$ cat src/logic/usmim_defines.vh
`ifndef USMIM_DEFINES_VH
`define USMIM_DEFINES_VH

// Register offsets (byte addresses)
`define USMIM_ADDR_W 8
`define USMIM_OFF_MODE 8'h04
`define USMIM_OFF_IRQ_SET 8'h08
`define USMIM_OFF_IRQ_CLR 8'h0C
`define USMIM_OFF_IRQ_MASK 8'h10
`define USMIM_OFF_STATUS 8'h14

// Reset values
`define USMIM_MODE_RST 32'h00000000
`define USMIM_MASK_RST 10'h000
`define USMIM_STATUS_RST 10'h000
`define USMIM_RDATA_RST 32'h00000000

// Writable bits of the mode register
`define USMIM_MODE_WMASK 32'h0006FFF0

// Mode register field positions
`define USMIM_SRC_HI 5
`define USMIM_SRC_LO 4
`define USMIM_CHAR_LENGTH_FIELD_HI 7
`define USMIM_CHAR_LENGTH_FIELD_LO 6
`define USMIM_SYNC_BIT 8
`define USMIM_PAR_HI 11
`define USMIM_PAR_LO 9
`define USMIM_STOP_HI 13
`define USMIM_STOP_LO 12
`define USMIM_CHANNEL_TEST_MODE_HI 15
`define USMIM_CHANNEL_TEST_MODE_LO 14
`define USMIM_NINE_BIT 17
`define USMIM_CLOCK_PIN_DRIVE_BIT 18

// Interrupt source count and positions
`define USMIM_NSRC 10
`define USMIM_IRQ_RECEIVE_READY_FLAG 0
`define USMIM_IRQ_TRANSMIT_READY_FLAG 1
`define USMIM_IRQ_BREAK 2
`define USMIM_IRQ_RXEND 3
`define USMIM_IRQ_TXEND 4
`define USMIM_IRQ_OVRUN 5
`define USMIM_IRQ_FRAME 6
`define USMIM_IRQ_PARITY 7
`define USMIM_IRQ_TMOUT 8
`define USMIM_IRQ_TXIDLE 9

// Field encodings
`define USMIM_SRC_MCK 2'h0
`define USMIM_SRC_MCK8 2'h1
`define USMIM_CHM_NORMAL 2'h0
`define USMIM_CHM_ECHO 2'h1
`define USMIM_CHM_LOCAL 2'h2
`define USMIM_CHM_REMOTE 2'h3
`define USMIM_STOP_ONE 2'h0
`define USMIM_STOP_ONEHALF 2'h1
`define USMIM_STOP_TWO 2'h2
`define USMIM_HALF_ONE 3'h2
`define USMIM_HALF_ONEHALF 3'h3
`define USMIM_HALF_TWO 3'h4
`define USMIM_CHAR_BASE 4'h5
`define USMIM_CHAR_NINE 4'h9

// Master clock divided by eight
`define USMIM_DIV8_W 3
`define USMIM_DIV8_LAST 3'h7
`define USMIM_DIV8_ZERO 3'h0

`endif

$ cat src/logic/usmim_top.v
`include "usmim_defines.vh"
`timescale 1ns/1ns
`default_nettype none

module usmim_top
(
  // Clock and reset
  input wire clk,
  input wire reset_n,
  // Register port
  input wire [7:0] regAddr,
  input wire [31:0] regWrData,
  input wire regWrStrobe,
  input wire regRdStrobe,
  output reg [31:0] regRdData,
  // Status events from receiver, transmitter and transfer channels
  input wire [9:0] statusEvent,
  // Interrupt
  output reg irqOut,
  // Serial pins
  input wire rxdPin,
  output reg txdPin,
  input wire sclkPinIn,
  output reg sclkPinOut,
  output reg sclkPinOe,
  // Transmitter and receiver side
  input wire txSerialOut,
  output reg rxSerialIn,
  output reg rxPathEnable,
  output reg txPathEnable,
  // Decoded configuration
  output reg baudTick,
  output reg [3:0] charBits,
  output reg syncMode,
  output reg parityEnable,
  output reg [1:0] parityKind,
  output reg multiDrop,
  output reg [2:0] stopHalfBits,
  output reg xferChanDisable
);

  ////////////////////////////////////////////////////////////////////////
  // Reset release

  reg rstSync1_reg;
  reg rstSync2_reg;
  wire resetN;

  // Two stages so release never lands near a clock edge
  always @(posedge clk or negedge reset_n)
  begin
    if (!reset_n)
    begin
      rstSync1_reg <= 1'b0;
      rstSync2_reg <= 1'b0;
    end
    else
    begin
      rstSync1_reg <= 1'b1;
      rstSync2_reg <= rstSync1_reg;
    end
  end

  assign resetN = rstSync2_reg;

  ////////////////////////////////////////////////////////////////////////
  // Pin synchronisers

  reg rxdS1_reg;
  reg rxdS2_reg;
  reg rxdS3_reg;
  reg rxdLevel_reg;
  reg sclkS1_reg;
  reg sclkS2_reg;
  reg sclkS3_reg;
  reg sclkLevel_reg;
  reg sclkRise;

  // Three stages; the level moves only once stages two and three agree
  always @(posedge clk or negedge resetN)
  begin
    if (!resetN)
    begin
      rxdS1_reg <= 1'b1;
      rxdS2_reg <= 1'b1;
      rxdS3_reg <= 1'b1;
      rxdLevel_reg <= 1'b1;
      sclkS1_reg <= 1'b0;
      sclkS2_reg <= 1'b0;
      sclkS3_reg <= 1'b0;
      sclkLevel_reg <= 1'b0;
    end
    else
    begin
      rxdS1_reg <= rxdPin;
      rxdS2_reg <= rxdS1_reg;
      rxdS3_reg <= rxdS2_reg;
      if (rxdS2_reg == rxdS3_reg)
      begin
        rxdLevel_reg <= rxdS3_reg;
      end
      sclkS1_reg <= sclkPinIn;
      sclkS2_reg <= sclkS1_reg;
      sclkS3_reg <= sclkS2_reg;
      if (sclkS2_reg == sclkS3_reg)
      begin
        sclkLevel_reg <= sclkS3_reg;
      end
    end
  end

  // Rising edge of the filtered external clock
  always @*
  begin
    sclkRise = (sclkS2_reg == sclkS3_reg) && sclkS3_reg && !sclkLevel_reg;
  end

  ////////////////////////////////////////////////////////////////////////
  // Register file

  reg [31:0] mode_reg;
  reg [9:0] mask_reg;
  reg [9:0] status_reg;
  reg [9:0] mask_next;
  reg [9:0] status_next;
  reg [31:0] rdData_next;
  reg statusRead;

  // Mode register fields
  wire [1:0] srcSel = mode_reg[`USMIM_SRC_HI:`USMIM_SRC_LO];
  wire [1:0] chrlSel = mode_reg[`USMIM_CHAR_LENGTH_FIELD_HI:`USMIM_CHAR_LENGTH_FIELD_LO];
  wire syncSel = mode_reg[`USMIM_SYNC_BIT];
  wire [2:0] parSel = mode_reg[`USMIM_PAR_HI:`USMIM_PAR_LO];
  wire [1:0] stopSel = mode_reg[`USMIM_STOP_HI:`USMIM_STOP_LO];
  wire [1:0] chmodeSel = mode_reg[`USMIM_CHANNEL_TEST_MODE_HI:`USMIM_CHANNEL_TEST_MODE_LO];
  wire nineSel = mode_reg[`USMIM_NINE_BIT];
  wire clkoSel = mode_reg[`USMIM_CLOCK_PIN_DRIVE_BIT];

  // Mask and status updates
  always @*
  begin
    statusRead = regRdStrobe && (regAddr == `USMIM_OFF_STATUS);
    mask_next = mask_reg;
    if (regWrStrobe && (regAddr == `USMIM_OFF_IRQ_SET))
    begin
      mask_next = mask_reg | regWrData[`USMIM_NSRC-1:0];
    end
    if (regWrStrobe && (regAddr == `USMIM_OFF_IRQ_CLR))
    begin
      mask_next = mask_reg & ~regWrData[`USMIM_NSRC-1:0];
    end
    // Set beats clear so an event during the read is kept
    status_next = (statusRead ? `USMIM_STATUS_RST : status_reg) | statusEvent;
  end

  // Read mux; unmapped and write-only offsets read zero
  always @*
  begin
    rdData_next = `USMIM_RDATA_RST;
    case (regAddr)
      `USMIM_OFF_MODE: rdData_next = mode_reg;
      `USMIM_OFF_IRQ_MASK: rdData_next = {22'h000000, mask_reg};
      `USMIM_OFF_STATUS: rdData_next = {22'h000000, status_reg};
      default: rdData_next = `USMIM_RDATA_RST;
    endcase
  end

  // Register storage, read data and interrupt line
  always @(posedge clk or negedge resetN)
  begin
    if (!resetN)
    begin
      mode_reg <= `USMIM_MODE_RST;
      mask_reg <= `USMIM_MASK_RST;
      status_reg <= `USMIM_STATUS_RST;
      regRdData <= `USMIM_RDATA_RST;
      irqOut <= 1'b0;
    end
    else
    begin
      if (regWrStrobe && (regAddr == `USMIM_OFF_MODE))
      begin
        mode_reg <= regWrData & `USMIM_MODE_WMASK;
      end
      mask_reg <= mask_next;
      status_reg <= status_next;
      if (regRdStrobe)
      begin
        regRdData <= rdData_next;
      end
      else
      begin
        regRdData <= `USMIM_RDATA_RST;
      end
      // Built from next values so the flop tracks the registers exactly
      irqOut <= |(status_next & mask_next);
    end
  end

  ////////////////////////////////////////////////////////////////////////
  // Baud generator clock source

  reg [2:0] div8_reg;
  reg sclkToggle_reg;
  reg tick_next;

  // Pick the tick that feeds the baud generator
  always @*
  begin
    case (srcSel)
      `USMIM_SRC_MCK: tick_next = 1'b1;
      `USMIM_SRC_MCK8: tick_next = (div8_reg == `USMIM_DIV8_LAST);
      default: tick_next = sclkRise;
    endcase
  end

  // Divider runs free; a source change may shorten the first period
  always @(posedge clk or negedge resetN)
  begin
    if (!resetN)
    begin
      div8_reg <= `USMIM_DIV8_ZERO;
      baudTick <= 1'b0;
      sclkToggle_reg <= 1'b0;
      sclkPinOut <= 1'b0;
      sclkPinOe <= 1'b0;
    end
    else
    begin
      div8_reg <= div8_reg + 3'h1;
      baudTick <= tick_next;
      if (tick_next)
      begin
        sclkToggle_reg <= !sclkToggle_reg;
      end
      // Never drive the pin while it is our own clock input
      sclkPinOe <= clkoSel && !srcSel[1];
      sclkPinOut <= (clkoSel && !srcSel[1]) ? sclkToggle_reg : 1'b0;
    end
  end

  ////////////////////////////////////////////////////////////////////////
  // Channel routing

  reg txd_next;
  reg rxIn_next;
  reg rxEn_next;
  reg txEn_next;

  // Test modes steer pins and enables
  always @*
  begin
    txd_next = txSerialOut;
    rxIn_next = rxdLevel_reg;
    rxEn_next = 1'b1;
    txEn_next = 1'b1;
    case (chmodeSel)
      `USMIM_CHM_NORMAL:
      begin
        txd_next = txSerialOut;
        rxIn_next = rxdLevel_reg;
      end
      `USMIM_CHM_ECHO:
      begin
        txd_next = rxdLevel_reg;
        rxIn_next = rxdLevel_reg;
      end
      `USMIM_CHM_LOCAL:
      begin
        txd_next = 1'b1;
        rxIn_next = txSerialOut;
      end
      default:
      begin
        txd_next = rxdLevel_reg;
        rxIn_next = 1'b1;
        rxEn_next = 1'b0;
        txEn_next = 1'b0;
      end
    endcase
  end

  ////////////////////////////////////////////////////////////////////////
  // Decoded framing

  reg [3:0] charBits_next;
  reg [2:0] stop_next;

  // Character length and stop bits
  always @*
  begin
    if (nineSel)
    begin
      charBits_next = `USMIM_CHAR_NINE;
    end
    else
    begin
      charBits_next = `USMIM_CHAR_BASE + {2'h0, chrlSel};
    end
    case (stopSel)
      `USMIM_STOP_ONE: stop_next = `USMIM_HALF_ONE;
      `USMIM_STOP_TWO: stop_next = `USMIM_HALF_TWO;
      // One and a half exists only without a bit clock
      `USMIM_STOP_ONEHALF: stop_next = syncSel ? `USMIM_HALF_ONE : `USMIM_HALF_ONEHALF;
      default: stop_next = `USMIM_HALF_ONE;
    endcase
  end

  // Output flops for routing and framing
  always @(posedge clk or negedge resetN)
  begin
    if (!resetN)
    begin
      txdPin <= 1'b1;
      rxSerialIn <= 1'b1;
      rxPathEnable <= 1'b1;
      txPathEnable <= 1'b1;
      charBits <= `USMIM_CHAR_BASE;
      syncMode <= 1'b0;
      parityEnable <= 1'b1;
      parityKind <= 2'h0;
      multiDrop <= 1'b0;
      stopHalfBits <= `USMIM_HALF_ONE;
      xferChanDisable <= 1'b0;
    end
    else
    begin
      txdPin <= txd_next;
      rxSerialIn <= rxIn_next;
      rxPathEnable <= rxEn_next;
      txPathEnable <= txEn_next;
      charBits <= charBits_next;
      syncMode <= syncSel;
      parityEnable <= !parSel[2];
      parityKind <= parSel[1:0];
      multiDrop <= parSel[2] && parSel[1];
      stopHalfBits <= stop_next;
      xferChanDisable <= nineSel;
    end
  end

endmodule // usmim_top

`default_nettype wire
$ cat config.mk
export PLATFORM = sky130hd
export DESIGN_NAME = usmim_top
export DESIGN_NICKNAME = d
export VERILOG_FILES = /design/src/logic/usmim_top.v
export VERILOG_INCLUDE_DIRS = /design/src /design/src/logic
export SDC_FILE = /design/constraint.sdc
export NUM_CORES = 1
export LEC_CHECK = 0
export BUFFER_PORTS_ARGS = -buffer_cell sky130_fd_sc_hd__clkbuf_2
export CAP_MARGIN = 20
export CORE_MARGIN = 10
export CORE_UTILIZATION = 45
export CTS_CLUSTER_SIZE = 12
export DETAILED_ROUTE_END_ITERATION = 10
export PLACE_DENSITY = 0.77
export SLEW_MARGIN = 20
export SYNTH_ARGS = -nofsm -noshare
export SYNTH_HDL_FRONTEND = slang
export SYNTH_SLANG_ARGS = --single-unit
$ cat constraint.sdc
create_clock -name clk -period 2.77 [get_ports clk]
set_clock_uncertainty 0.05 [all_clocks]
set_input_delay 0.277 -clock clk [delete_from_list [all_inputs] [get_ports clk]]
set_output_delay 0.277 -clock clk [all_outputs]
set_load 0.05 [all_outputs]
Word-level counts from Yosys, hierarchy flattened:

Cells that the tools add are included.

* reduce and logical (&&, ||, !) cells: 17
* muxes and demuxes: 13
* bitwise gates (word level): 5
* magnitude comparators: 0
* $mul: 0
* add/subtract/negate cells: 2
* shifts and indexed selects: 0
* eq/ne operators: 13
* div/mod/pow operators: 0

Operator list (number)
* 19-bit one-hot mux with 3 select lines: 1
* 32-bit 2-to-1 mux: 1
* 10-bit 2-to-1 mux: 3
* 10-bit bitwise AND: 2
* 10-bit OR: 2
* 8-bit by 4-bit == test with 1-bit output (second input constant): 2
* 8-bit by 5-bit == test with 1-bit output (second input constant): 2
* 10-bit inverter: 1
* 10-bit OR reduction: 1
* 8-bit by 3-bit == test with 1-bit output (second input constant): 1
* 1-bit logical AND: 8
* 2-bit by 1-bit == test with 1-bit output (second input constant): 3
* 1-bit one-hot mux with 2 select lines: 3
* 3-bit one-hot mux with 2 select lines: 1
* 3-bit by 2-bit adder with 4-bit output (first input constant): 1
* 2-bit == test (second input constant): 2
* 1-bit logical NOT: 4
* 2-bit logical NOT: 2
* 4-bit 2-to-1 mux: 1
* 3-bit by 1-bit adder with 3-bit output (second input constant): 1
* 3-bit == test (second input constant): 1
* 1-bit 2-to-1 mux: 3
* 3-bit OR reduction: 1
* 1-bit == test: 2
* 2-bit OR reduction: 1

* register bits after elaboration: 100
* memory bits (read-only): 0
* output and inout bits: 53
* latch bits: 0
* RAM bits: 0
* logic and storage cells: 80
* input port bits: 57
* memories kept: 0

Logic depth before layout (Yosys ltp):

Gate-level depths: netlist of run 1.

* word-level depth: 6
* mapped depth: 7
* mapped depth without buffers: 5

Worst setup path before layout of run 1:

No wires, ideal clock.

* kind: input port to flip-flop
* start point: in regAddr[5]
* end point: reg irqOut
* data required time: 2.582 ns
* setup time: 0.138 ns
* arrival: 1.829 ns
* path slack: 0.753 ns
* buffers on the path: 1
* cell stages on the path: 6
* cells stage by stage: or4_1 -> buf_2 -> o31a_1 -> o22ai_1 -> o2111ai_1 -> or4_1

* word-level cells in the longest chain between the ends: 6
* elaborated cells on any way between the ends: 12
* classes of those cells: 3 x eq/ne; 3 x mux; 2 x bitwise; 4 x reduce/logical

RTL lines
* from (decl): line usmim_top.v:11 `input wire [7:0] regAddr,`
* 8-bit by 5-bit == test with 1-bit output or 8-bit by 4-bit == test with 1-bit output (tied branches)
* 1-bit logical AND, on equally long branches: line usmim_top.v:142, usmim_top.v:144
* 10-bit 2-to-1 mux, on equally long branches: line usmim_top.v:153, usmim_top.v:144
* 10-bit OR or 10-bit 2-to-1 mux (tied branches): line usmim_top.v:153, usmim_top.v:148
* 10-bit bitwise AND (*): line usmim_top.v:196 `irqOut <= |(status_next & mask_next);`
* 10-bit OR reduction (*): line usmim_top.v:196
* to (signal assigned): line usmim_top.v:196
* to (decl): line usmim_top.v:19 `output reg irqOut,`

Mark *: on every way between the ends. The rest lies on a longest branch, timed or not.
A chain may end at the register's enable or synchronous reset.

Worst setup path in the final report of run 1:

* start point: in regAddr[3]
* end point: reg irqOut

Same word-level chain as after synthesis.

==> flow_metrics.py, run 1 <==
metrics = {
    "pwr": {
        "total_power_mw": 2.50,
        "leakage_nw": 2.16,
        "p_per_area_nw_per_um2": 607,
        "ir_drop_uv": 222,
    },
    "synth": {
        "synthArstFlopShare_pct": 100,
        "synth_compound_area_share_pct": 7.41,
        "yosys.cell_count.top_type": "dfrtp_1",
        "yosysSeqAreaShare_pct": 64.1,
        "ys_types": 41,
        "syn_avg_cell_area_um2": 12.7,
        "synth_commonest_cells": "dfrtp_1 (75), inv_1 (27), buf_4 (15)",
        "synth_adder_area_share_pct": 2.89,
        "yosysTopAreaCellShare_pct": 55.6,
        "syn_inst": 266,
        "ys.flop_type": "dfrtp_1",
        "synth_xor_area_share_pct": 0.259,
        "synth_top_area_cell": "dfrtp_1",
        "yosys-top-cells-area": "dfrtp_1 (56%), dfstp_2 (8.6%), mux2_2 (4.3%), buf_4 (3.3%), inv_1 (3.0%)",
        "synthSimpleGateAreaFrac_pct": 11.4,
        "synth.area.mux_share_pct": 6.41,
        "syn_area_um2": 3380,
        "synth_top_family_by_area": "simple AND/OR/NAND/NOR gates",
        "ys_seq_elements": 86,
        "yosysWarnings": 0,
        "synth_edf_count": 0,
    },
    "global_routing": {
        "grt_pass1_wl_mm": 11.6,
        "grt_pass1_vias": 2413,
        "grt_util_all_layers_pct": 12.7,
        "grt_overflow_total": 0,
        "antenna_found_initial": 0,
        "grt_max_degree": 85,
    },
    "critical_path": {
        "worstReg2RegEnd": "irqOut",
        "crit_type": "input port to register",
        "critPathCaptureType": "register",
        "r2r_slack_ns": 1.35,
        "worst_path_largest_cell_delay_ns": 0.53,
        "rr_worst_depth": 4,
        "cp.required_ns": 2.93,
        "r2r_start": "mask_reg[1]",
        "cp_slowest_cell": "nor4b_2",
        "cp_cell_sequence": "clkbuf_2 > nor4b_2 > nand3_1 > a21oi_1 > o22ai_1 > or4_1",
        "startpoint_type": "input port",
        "crit_arrival_ns": 2.26,
        "cp_max_fo": 7,
    },
    "run_status": {
        "status": "finished clean",
    },
    "clock_network": {
        "cts_tree": "done",
        "insertion_delay_ns": 0.34,
        "cts_buffers": 9,
        "post-cts-setup-buffers": 0,
        "max-clock-path-buffers": 2,
        "cts_root_buf": "clkbuf_8",
        "htreeDepth": 3,
        "clock_sink_count": 86,
        "path_clk_slew_ns": 0.09,
    },
    "timing": {
        "finalWorstSetupSlack_ns": 0.672,
        "timing.fmax_ghz": 0.477,
        "finalHoldViolations": 0,
        "hold-worst-slack_ns": 0.0881,
        "final.setup.tns_ns": 0,
        "setup_viol": 0,
        "slew_viol_final": 0,
        "fin_crit_ns": 2.10,
        "rsz0062_at_grt": "false",
        "tightest_slew_ns": 0.768,
        "slew_headroom_pct": 48.3,
        "timing.final.crit_share_pct": 75.8,
    },
    "drt": {
        "ant_nets": 0,
        "vias": 2276,
        "avgViaCountPerCell": 4.94,
        "drc": 0,
        "wl_per_cell_um": 16.0,
        "drt_wl_total_mm": 7.38,
        "first_pass_iters": 5,
        "drtIter0Drc": 198,
    },
    "placed_design": {
        "place_congestion": 0.805,
        "io_buffers": 81,
        "place_inst": 441,
        "post_dp_cell_area_um2": 3850,
        "hpwl_mm": 5.42,
        "pre_cts_slack_ns": 0.350,
    },
    "die": {
        "start_util_pct": 46.3,
        "io_pins": 110,
        "die_width_um": 107,
        "die_y_um": 107,
        "dieArea_um2": 11400,
        "rows": 31,
        "coreArea_um2": 7290,
    },
    "flow_run": {
        "maxCapViolations": 0,
    },
    "cells_and_area": {
        "fillers": 625,
        "design_area_um2": 4110,
        "drive_above_1_share_pct": 38.4,
        "final_util_pct": 56.4,
        "area.growth.synth_to_final_pct": 21.8,
        "num_antenna_cells": 0,
        "largest_reg_flops": 18,
        "instances_no_fill": 461,
        "nNetsFinal": 421,
    },
    "min_path": {
        "hp-class": "input port to register",
        "hp-start": "statusEvent[2]",
        "worstHoldEndpoint": "status_reg[2]",
        "hold_depth": 3,
    },
}
==> report_power, final <==
part	switching [mW]	leakage (nW)	internal, mW
combinational	0.182	0.977	0.0777
clock	0.454	0.103	0.431
sequential	0.0396	1.08	1.31
total	0.676	2.16	1.82
==> worst max-delay path: cells and delay by family <==
| kind | cells | cell delay (ns) |
|---|---|---|
| compound gates | 2 | 0.42 |
| buf+inv | 1 | 0.11 |
| simple gates | 3 | 1.45 |
==> cell families after synthesis <==
logic type               after synthesis
AND/OR/NAND/NOR                       63
flip-flops                            86
XOR/XNOR                               1
other                                  2
AO/OA/AOI/OAI                         36
multiplexers                          20
buffers and inverters                 50
adder cells (fa/ha/maj)                8
==> worst max-delay path by stage <==
stage	start	to	slack (ns)	cells after the start
2_1_floorplan	resetN	baudTick	0.17	0
3_3_place_gp	regAddr[3]	irqOut	0.41	6
3_5_place_dp	regAddr[3]	irqOut	0.35	6
4_1_cts	regAddr[3]	irqOut	0.73	6
5_1_grt	regAddr[3]	irqOut	0.61	6
6_report	regAddr[3]	irqOut	0.67	6
==> final cells by class <==
| type | count | area [µm²] | share of cell area, % |
|---|---|---|---|
| Tap cell | 99 | 124 | 3.01 |
| Inverter | 27 | 101 | 2.46 |
| Clock buffer | 9 | 124 | 3.01 |
| Multi-Input combinational cell | 143 | 1010 | 24.6 |
| Timing Repair Buffer | 90 | 500 | 12.2 |
| Clock inverter | 7 | 80.1 | 1.95 |
| Sequential cell | 86 | 2170 | 52.8 |
==> metal layers <==
metal / vias up / part of all wire, % / GRT usage, %
li1: 1066 / - / -
met1: 1106 / 44 / 15.6
met2: 98 / 45 / 19.0
met3: 6 / 10 / 5.75
met4: 0 / 0.87 / 5.32
met5: - / 0 / 0
==> placed cells by master, fill, tap and decap left out, types with 2 or more instances in the layout <==
| cell | count |
|---|---|
| clkbuf_8 | 9 |
| and3_1 | 9 |
| dfrtp_1 | 74 |
| nor2_1 | 9 |
| or2_2 | 7 |
| a21oi_1 | 8 |
| a31oi_1 | 3 |
| conb_1 | 15 |
| o21ai_0 | 3 |
| nor2b_1 | 7 |
| and2_1 | 3 |
| inv_1 | 27 |
| o22ai_1 | 7 |
| or4_1 | 2 |
| o31a_1 | 3 |
| buf_4 | 5 |
| inv_6 | 3 |
| mux2_2 | 13 |
| dlygate4sd3_1 | 3 |
| a22oi_1 | 4 |
| ha_1 | 7 |
| dfstp_2 | 11 |
| clkbuf_2 | 81 |
| nor4_1 | 3 |
| nand3_1 | 8 |
| a222oi_1 | 6 |
| mux2i_1 | 7 |
| nor4b_2 | 2 |
| nand2_1 | 5 |
==> what timing repair did <==
action | CTS | global route
resized for setup | 0 | 0
endpoints found under the hold margin | 4 | 0
hold buffers | 3 | 0
No activity file was read; power rests on OpenSTA's default activity.
==> run 2, diff against run 1 <==
--- a/config.mk
+++ b/config.mk
@@ -6,13 +6,14 @@
 export SDC_FILE = /design/constraint.sdc
 export NUM_CORES = 1
 export LEC_CHECK = 0
+export ABC_AREA = 1
 export BUFFER_PORTS_ARGS = -buffer_cell sky130_fd_sc_hd__clkbuf_2
 export CAP_MARGIN = 20
 export CORE_MARGIN = 10
-export CORE_UTILIZATION = 45
+export CORE_UTILIZATION = 51
 export CTS_CLUSTER_SIZE = 12
 export DETAILED_ROUTE_END_ITERATION = 10
-export PLACE_DENSITY = 0.77
+export PLACE_DENSITY = 0.81
 export SLEW_MARGIN = 20
 export SYNTH_ARGS = -nofsm -noshare
 export SYNTH_HDL_FRONTEND = slang
==> constraint.sdc (replaced) <==
create_clock -name clk -period 2.15 [get_ports clk]
set_clock_uncertainty 0.05 [all_clocks]
set_input_delay 0.215 -clock clk [delete_from_list [all_inputs] [get_ports clk]]
set_output_delay 0.215 -clock clk [all_outputs]
set_load 0.05 [all_outputs]
==> run 2 against run 1 <==
Effect of this change: flip-flop and latch count unchanged; synthesized area increased by 6.4%; total power increased by 37%; sequential share of layout area down 2.7 points; critical path depth is 5 higher.
==> flow_metrics.py, run 2 <==
metrics = {
    "cells_and_area": {
        "most-common-layout-cells": "clkbuf_2 (81), nand2_1 (78), dfrtp_1 (74)",
        "largest_reg_flops": 18,
        "fillers": 579,
        "nNetsFinal": 518,
        "drive_above_1_share_pct": 32.5,
        "num_antenna_cells": 0,
        "area.growth.synth_to_final_pct": 20.7,
        "final_util_pct": 63.5,
        "final_common_cell": "clkbuf_2",
        "design_area_um2": 4340,
    },
    "drt": {
        "avgViaCountPerCell": 4.58,
        "first_pass_iters": 4,
        "drc": 0,
        "vias": 2541,
        "drt_wl_total_mm": 7.55,
        "drtIter0Drc": 114,
        "ant_nets": 0,
        "wl_per_cell_um": 13.6,
    },
    "synth": {
        "yosys-top-cells-area": "dfrtp_1 (52%), nand2_1 (8.2%), dfstp_2 (8.0%), inv_1 (6.0%), buf_4 (3.3%)",
        "synth_edf_count": 0,
        "ys_types": 33,
        "synth_top_area_cell": "dfrtp_1",
        "yosys.cell_count.top_type": "nand2_1",
        "yosysSeqAreaShare_pct": 60.3,
        "syn_area_um2": 3590,
        "ys.flop_type": "dfrtp_1",
        "ys_seq_elements": 86,
        "yosysWarnings": 0,
        "yosysTopAreaCellShare_pct": 52.2,
        "syn_avg_cell_area_um2": 9.98,
        "synth_commonest_cells": "nand2_1 (78), dfrtp_1 (75), inv_1 (57)",
        "syn_inst": 360,
        "synthArstFlopShare_pct": 100,
    },
    "pwr": {
        "ir_drop_uv": 347,
        "total_power_mw": 3.42,
        "p_per_area_nw_per_um2": 789,
        "leakage_nw": 2.39,
    },
    "critical_path": {
        "critPathCaptureType": "register",
        "r2r_slack_ns": 0.88,
        "crit_arrival_ns": 1.62,
        "cp_max_fo": 11,
        "cp_cell_sequence": "clkbuf_2 > inv_1 > nand2_2 > nor2_2 > nand3_1 > nand2_1 > nand2_1 > nand3_1 > nand2_1 > nor2_1 > nand3_1",
        "worstSetupPathDepth": 11,
        "worst_path_largest_cell_delay_ns": 0.41,
        "r2r_start": "div8_reg[0]",
        "critPathCapture": "irqOut",
        "crit_family": "simple AND/OR/NAND/NOR gates",
        "worstReg2RegEnd": "sclkToggle_reg",
        "crit_start": "regAddr[6]",
        "rr_worst_depth": 5,
        "cp_slowest_cell": "nand3_1",
        "crit_type": "input port to register",
        "cp.required_ns": 2.34,
        "crit_buf_inv": 2,
        "startpoint_type": "input port",
    },
    "global_routing": {
        "grt_max_degree": 51,
        "grt_pass1_vias": 2680,
        "grt_util_all_layers_pct": 14.6,
        "grt_overflow_total": 0,
        "grt_pass1_wl_mm": 12.8,
        "antenna_found_initial": 0,
    },
    "die": {
        "io_pins": 110,
        "die_y_um": 104,
        "coreArea_um2": 6830,
        "start_util_pct": 52.6,
        "rows": 30,
        "dieArea_um2": 10800,
        "die_width_um": 104,
    },
    "timing": {
        "timing.fmax_ghz": 0.698,
        "rsz0062_at_grt": "false",
        "final.setup.tns_ns": 0,
        "slew_viol_final": 0,
        "fin_crit_ns": 1.43,
        "finalHoldViolations": 0,
        "tightest_slew_ns": 0.523,
        "slew_headroom_pct": 65.0,
        "timing.final.crit_share_pct": 66.6,
        "finalWorstSetupSlack_ns": 0.718,
        "setup_viol": 0,
    },
    "placed_design": {
        "pre_cts_slack_ns": 0.353,
        "hpwl_mm": 5.57,
        "io_buffers": 81,
        "place_congestion": 0.824,
        "post_dp_cell_area_um2": 4060,
    },
    "clock_network": {
        "cts_root_buf": "clkbuf_8",
        "insertion_delay_ns": 0.36,
        "path_clk_slew_ns": 0.09,
        "max-clock-path-buffers": 2,
        "cts_tree": "done",
        "cts-resized-gates": 0,
        "htreeDepth": 3,
        "cts_buffers": 9,
        "clock_sink_count": 86,
    },
    "run_status": {
        "status": "finished clean",
    },
    "min_path": {
        "hp-class": "input port to register",
        "hold_depth": 3,
    },
    "flow_run": {
        "maxCapViolations": 0,
    },
}
## run 2: layout make-up
class	count	area, µm²	share of cell area (%)
multi-input cells	206	1100	25.3
clock buffers	10	138	3.17
clock inverters	6	95.1	2.19
inverters	63	236	5.45
well taps	96	120	2.77
flip-flops and latches	86	2170	50.0
repair buffers	88	480	11.1
## run 2: routing by layer
metal  wire length, µm  vias to the layer above  GRT usage (%)
met5                 0                        -              0
met3               487                       17           4.40
met1              3120                     1179           16.6
met4               222                        0           8.95
met2              3720                       80           23.6
li1                  -                     1265              -
## run 2: metrics by stage
stage	hold WS, ns	cells
finish	0.0122	555
global route	0.0230	555
CTS	0.00202	555
detailed placement	-0.0461	535
global placement	-0.0494	535
floorplan	-0.131	373
## run 2: cell families (layout without fill, tap and decap cells)
kind of cell    count (synthesis)  after routing  share of synthesized area [%]
mux                             3              3                           1.15
flops                          86             86                           60.3
compound gates                 34             34                           6.83
buf+inv                        81            167                           10.6
simple gates                  145            145                           18.0
fa+ha+maj                       8              8                           2.72
xor+xnor                        1              1                          0.244
other cells                     2             15                          0.209
## run 2: timing repair
| item | in CTS | in global routing |
|---|---|---|
| hold endpoints to repair | 5 | 0 |
| hold buffers | 4 | 0 |
| buffers inserted | 0 | 0 |
## run 2: where the power goes
group / total [mW] / internal (mW) / switching [mW] / leakage, nW
sequential: 1.74 / 1.70 / 0.0453 / 0.996
combinational: 0.383 / 0.105 / 0.278 / 1.27
clock: 1.30 / 0.702 / 0.594 / 0.118
total: 3.42 / 2.50 / 0.917 / 2.39
## run 2: tightest hold or removal path, stage by stage
cell and delay (ns):
clkbuf_2 0.07, inv_1 0.03, nand2_1 0.07
## run 2: worst min path at each step
stage,startpoint,to,slack [ns]
final,statusEvent[3],status_reg[3],0.01
after global routing,statusEvent[0],status_reg[0],0.02
after CTS,statusEvent[2],status_reg[2],0.002
after detailed placement,reset_n,rstSync1_reg,-0.05
after global placement,reset_n,rstSync1_reg,-0.05
after floorplan,reset_n,resetN,-0.13
==> run 3, diff against run 2 <==
--- a/config.mk
+++ b/config.mk
@@ -10,10 +10,10 @@
 export BUFFER_PORTS_ARGS = -buffer_cell sky130_fd_sc_hd__clkbuf_2
 export CAP_MARGIN = 20
 export CORE_MARGIN = 10
-export CORE_UTILIZATION = 51
+export CORE_UTILIZATION = 46
 export CTS_CLUSTER_SIZE = 12
 export DETAILED_ROUTE_END_ITERATION = 10
-export PLACE_DENSITY = 0.81
+export PLACE_DENSITY = 0.78
 export SLEW_MARGIN = 20
 export SYNTH_ARGS = -nofsm -noshare
 export SYNTH_HDL_FRONTEND = slang
==> constraint.sdc (replaced) <==
create_clock -name clk -period 1.15 [get_ports clk]
set_clock_uncertainty 0.05 [all_clocks]
set_input_delay 0.115 -clock clk [delete_from_list [all_inputs] [get_ports clk]]
set_output_delay 0.115 -clock clk [all_outputs]
set_load 0.05 [all_outputs]
==> run 3 against run 2 <==
Effect of this change: the flow now finishes with violations (setup timing); clock power rose by 53%; flip-flop and latch count stayed put; clock-buffer cell count up 2; worst setup slack worse by 0.81 ns; cell count rose by 9.4%; first-iteration DRC count is 1.8% higher; register-to-register slack worse by 0.97 ns; utilization up 1.4 points; combinational power is 140% higher; global-route usage is 0.33 points higher.
==> flow_metrics.py, run 3 (synthesized netlist as in run 2, its figures left out) <==
metrics = {
    "run_status": {
        "status": "finished with violations",
        "violations": "setup timing",
    },
    "critical_path": {
        "crit_arrival_ns": 1.40,
        "crit_family": "flip-flops",
        "worst_path_largest_cell_delay_ns": 0.39,
        "rr_worst_depth": 5,
        "crit_buf_inv": 0,
        "cp_slowest_cell": "dfrtp_1",
        "crit_start": "div8_reg[0]",
        "cp_max_fo": 2,
        "r2r_slack_ns": -0.09,
        "critPathCaptureType": "register",
        "cp_cell_sequence": "ha_2 > ha_4 > nor2_4 > o22ai_2 > xor2_1",
        "worstSetupPathDepth": 5,
        "critPathCapture": "sclkToggle_reg",
        "worstReg2RegEnd": "sclkToggle_reg",
        "cp.required_ns": 1.31,
        "startpoint_type": "register",
        "r2r_start": "div8_reg[0]",
        "crit_type": "register to register",
    },
    "timing": {
        "timing.fmax_ghz": 0.804,
        "timing.final.crit_share_pct": 108,
        "finalHoldViolations": 0,
        "rsz0062_at_grt": "true",
        "fin_crit_ns": 1.24,
        "final.setup.tns_ns": -0.671,
        "setup_viol": 11,
        "finalWorstSetupSlack_ns": -0.0930,
        "slew_viol_final": 0,
    },
    "clock_network": {
        "cts_root_buf": "clkbuf_8",
        "max-clock-path-buffers": 2,
        "clock_sink_count": 86,
        "insertion_delay_ns": 0.34,
        "cts_buffers": 9,
        "htreeDepth": 3,
        "path_clk_slew_ns": 0.08,
        "cts_tree": "done",
    },
    "placed_design": {
        "pre_cts_slack_ns": -0.289,
        "place_congestion": 0.818,
        "hpwl_mm": 6.01,
        "io_buffers": 81,
    },
    "drt": {
        "drt_wl_total_mm": 8.37,
        "drtIter0Drc": 116,
        "wl_per_cell_um": 13.8,
        "avgViaCountPerCell": 4.50,
        "vias": 2731,
        "first_pass_iters": 4,
        "ant_nets": 0,
        "drc": 0,
    },
    "cells_and_area": {
        "final_util_pct": 64.8,
        "largest_reg_flops": 18,
        "drive_above_1_share_pct": 35.1,
        "most-common-layout-cells": "nand2_1 (78), dfrtp_1 (74), inv_1 (57)",
        "final_common_cell": "nand2_1",
        "fillers": 622,
        "nNetsFinal": 563,
        "area.growth.synth_to_final_pct": 38.0,
    },
    "pwr": {
        "leakage_nw": 2.66,
        "ir_drop_uv": 616,
        "p_per_area_nw_per_um2": 1240,
    },
    "die": {
        "io_pins": 110,
        "coreArea_um2": 7650,
        "dieArea_um2": 11700,
        "die_width_um": 108,
        "rows": 32,
        "start_util_pct": 47.0,
        "die_y_um": 108,
    },
    "global_routing": {
        "grt_util_all_layers_pct": 14.9,
        "grt_pass1_wl_mm": 14.0,
        "grt_pass1_vias": 2926,
        "antenna_found_initial": 0,
        "grt_max_degree": 50,
        "grt_overflow_total": 0,
    },
    "flow_run": {
        "maxCapViolations": 0,
    },
    "min_path": {
        "hp-class": "input port to register",
    },
}
## run 3: cell type report
class                   count  area (µm²)  share of cell area [%]
diodes                      1        2.50                  0.0505
clock buffers              12         135                    2.73
clock inverters             4        48.8                   0.984
inverters                  63         241                    4.87
multi-input cells         206        1160                    23.4
flip-flops and latches     86        2170                    43.8
well taps                 102         128                    2.57
repair buffers            133        1070                    21.7
## run 3: worst min-delay path, stage by stage
cell      delay, ns
clkbuf_2       0.10
inv_1          0.09
o21ai_2        0.06
## run 3: what timing repair did
item                       4_1_cts  5_1_grt
hold buffers                    26        0
setup endpoints to repair       13       33
hold endpoints to repair        29        0
setup buffers                    1        4
gates resized for setup         30       30
pin swaps                        2        2
## run 3: metal layers
layer / vias to the layer above / global-route usage (%) / wire (µm)
met1: 1273 / 17.4 / 3450
met3: 17 / 3.99 / 487
met4: 0 / 5.27 / 156
met5: - / 0 / 0
li1: 1350 / - / -
met2: 91 / 25.7 / 4270
## run 3: through the flow
step | total power [mW] | instances | hold WS, ns | area [µm²]
after floorplan | 3.85 | 373 | -0.231 | 3670
after global placement | 4.05 | 560 | -0.148 | 4280
after detailed placement | 4.07 | 560 | -0.144 | 4280
after CTS | 6.21 | 603 | 0.00225 | 4900
after global routing | 6.46 | 606 | 0.00478 | 4960
final | 6.15 | 607 | 0.0174 | 4960
## run 3: power by group
group	switching [mW]	internal, mW
registers	0.0771	3.17
logic	0.571	0.337
clock network	0.989	1.00
total	1.64	4.52
## run 3: how the worst min path moves through the flow
stage / from / endpoint / slack (ns) / cells after the start
CTS: regWrData[4] / mode_reg[4] / 0.002 / 3
detailed placement: reset_n / rstSync1_reg / -0.14 / 1
finish: regWrData[7] / mode_reg[7] / 0.02 / 3
global route: regWrData[7] / mode_reg[7] / 0.005 / 3
floorplan: reset_n / rstSync1_reg / -0.23 / 0
global placement: reset_n / rstSync1_reg / -0.15 / 1
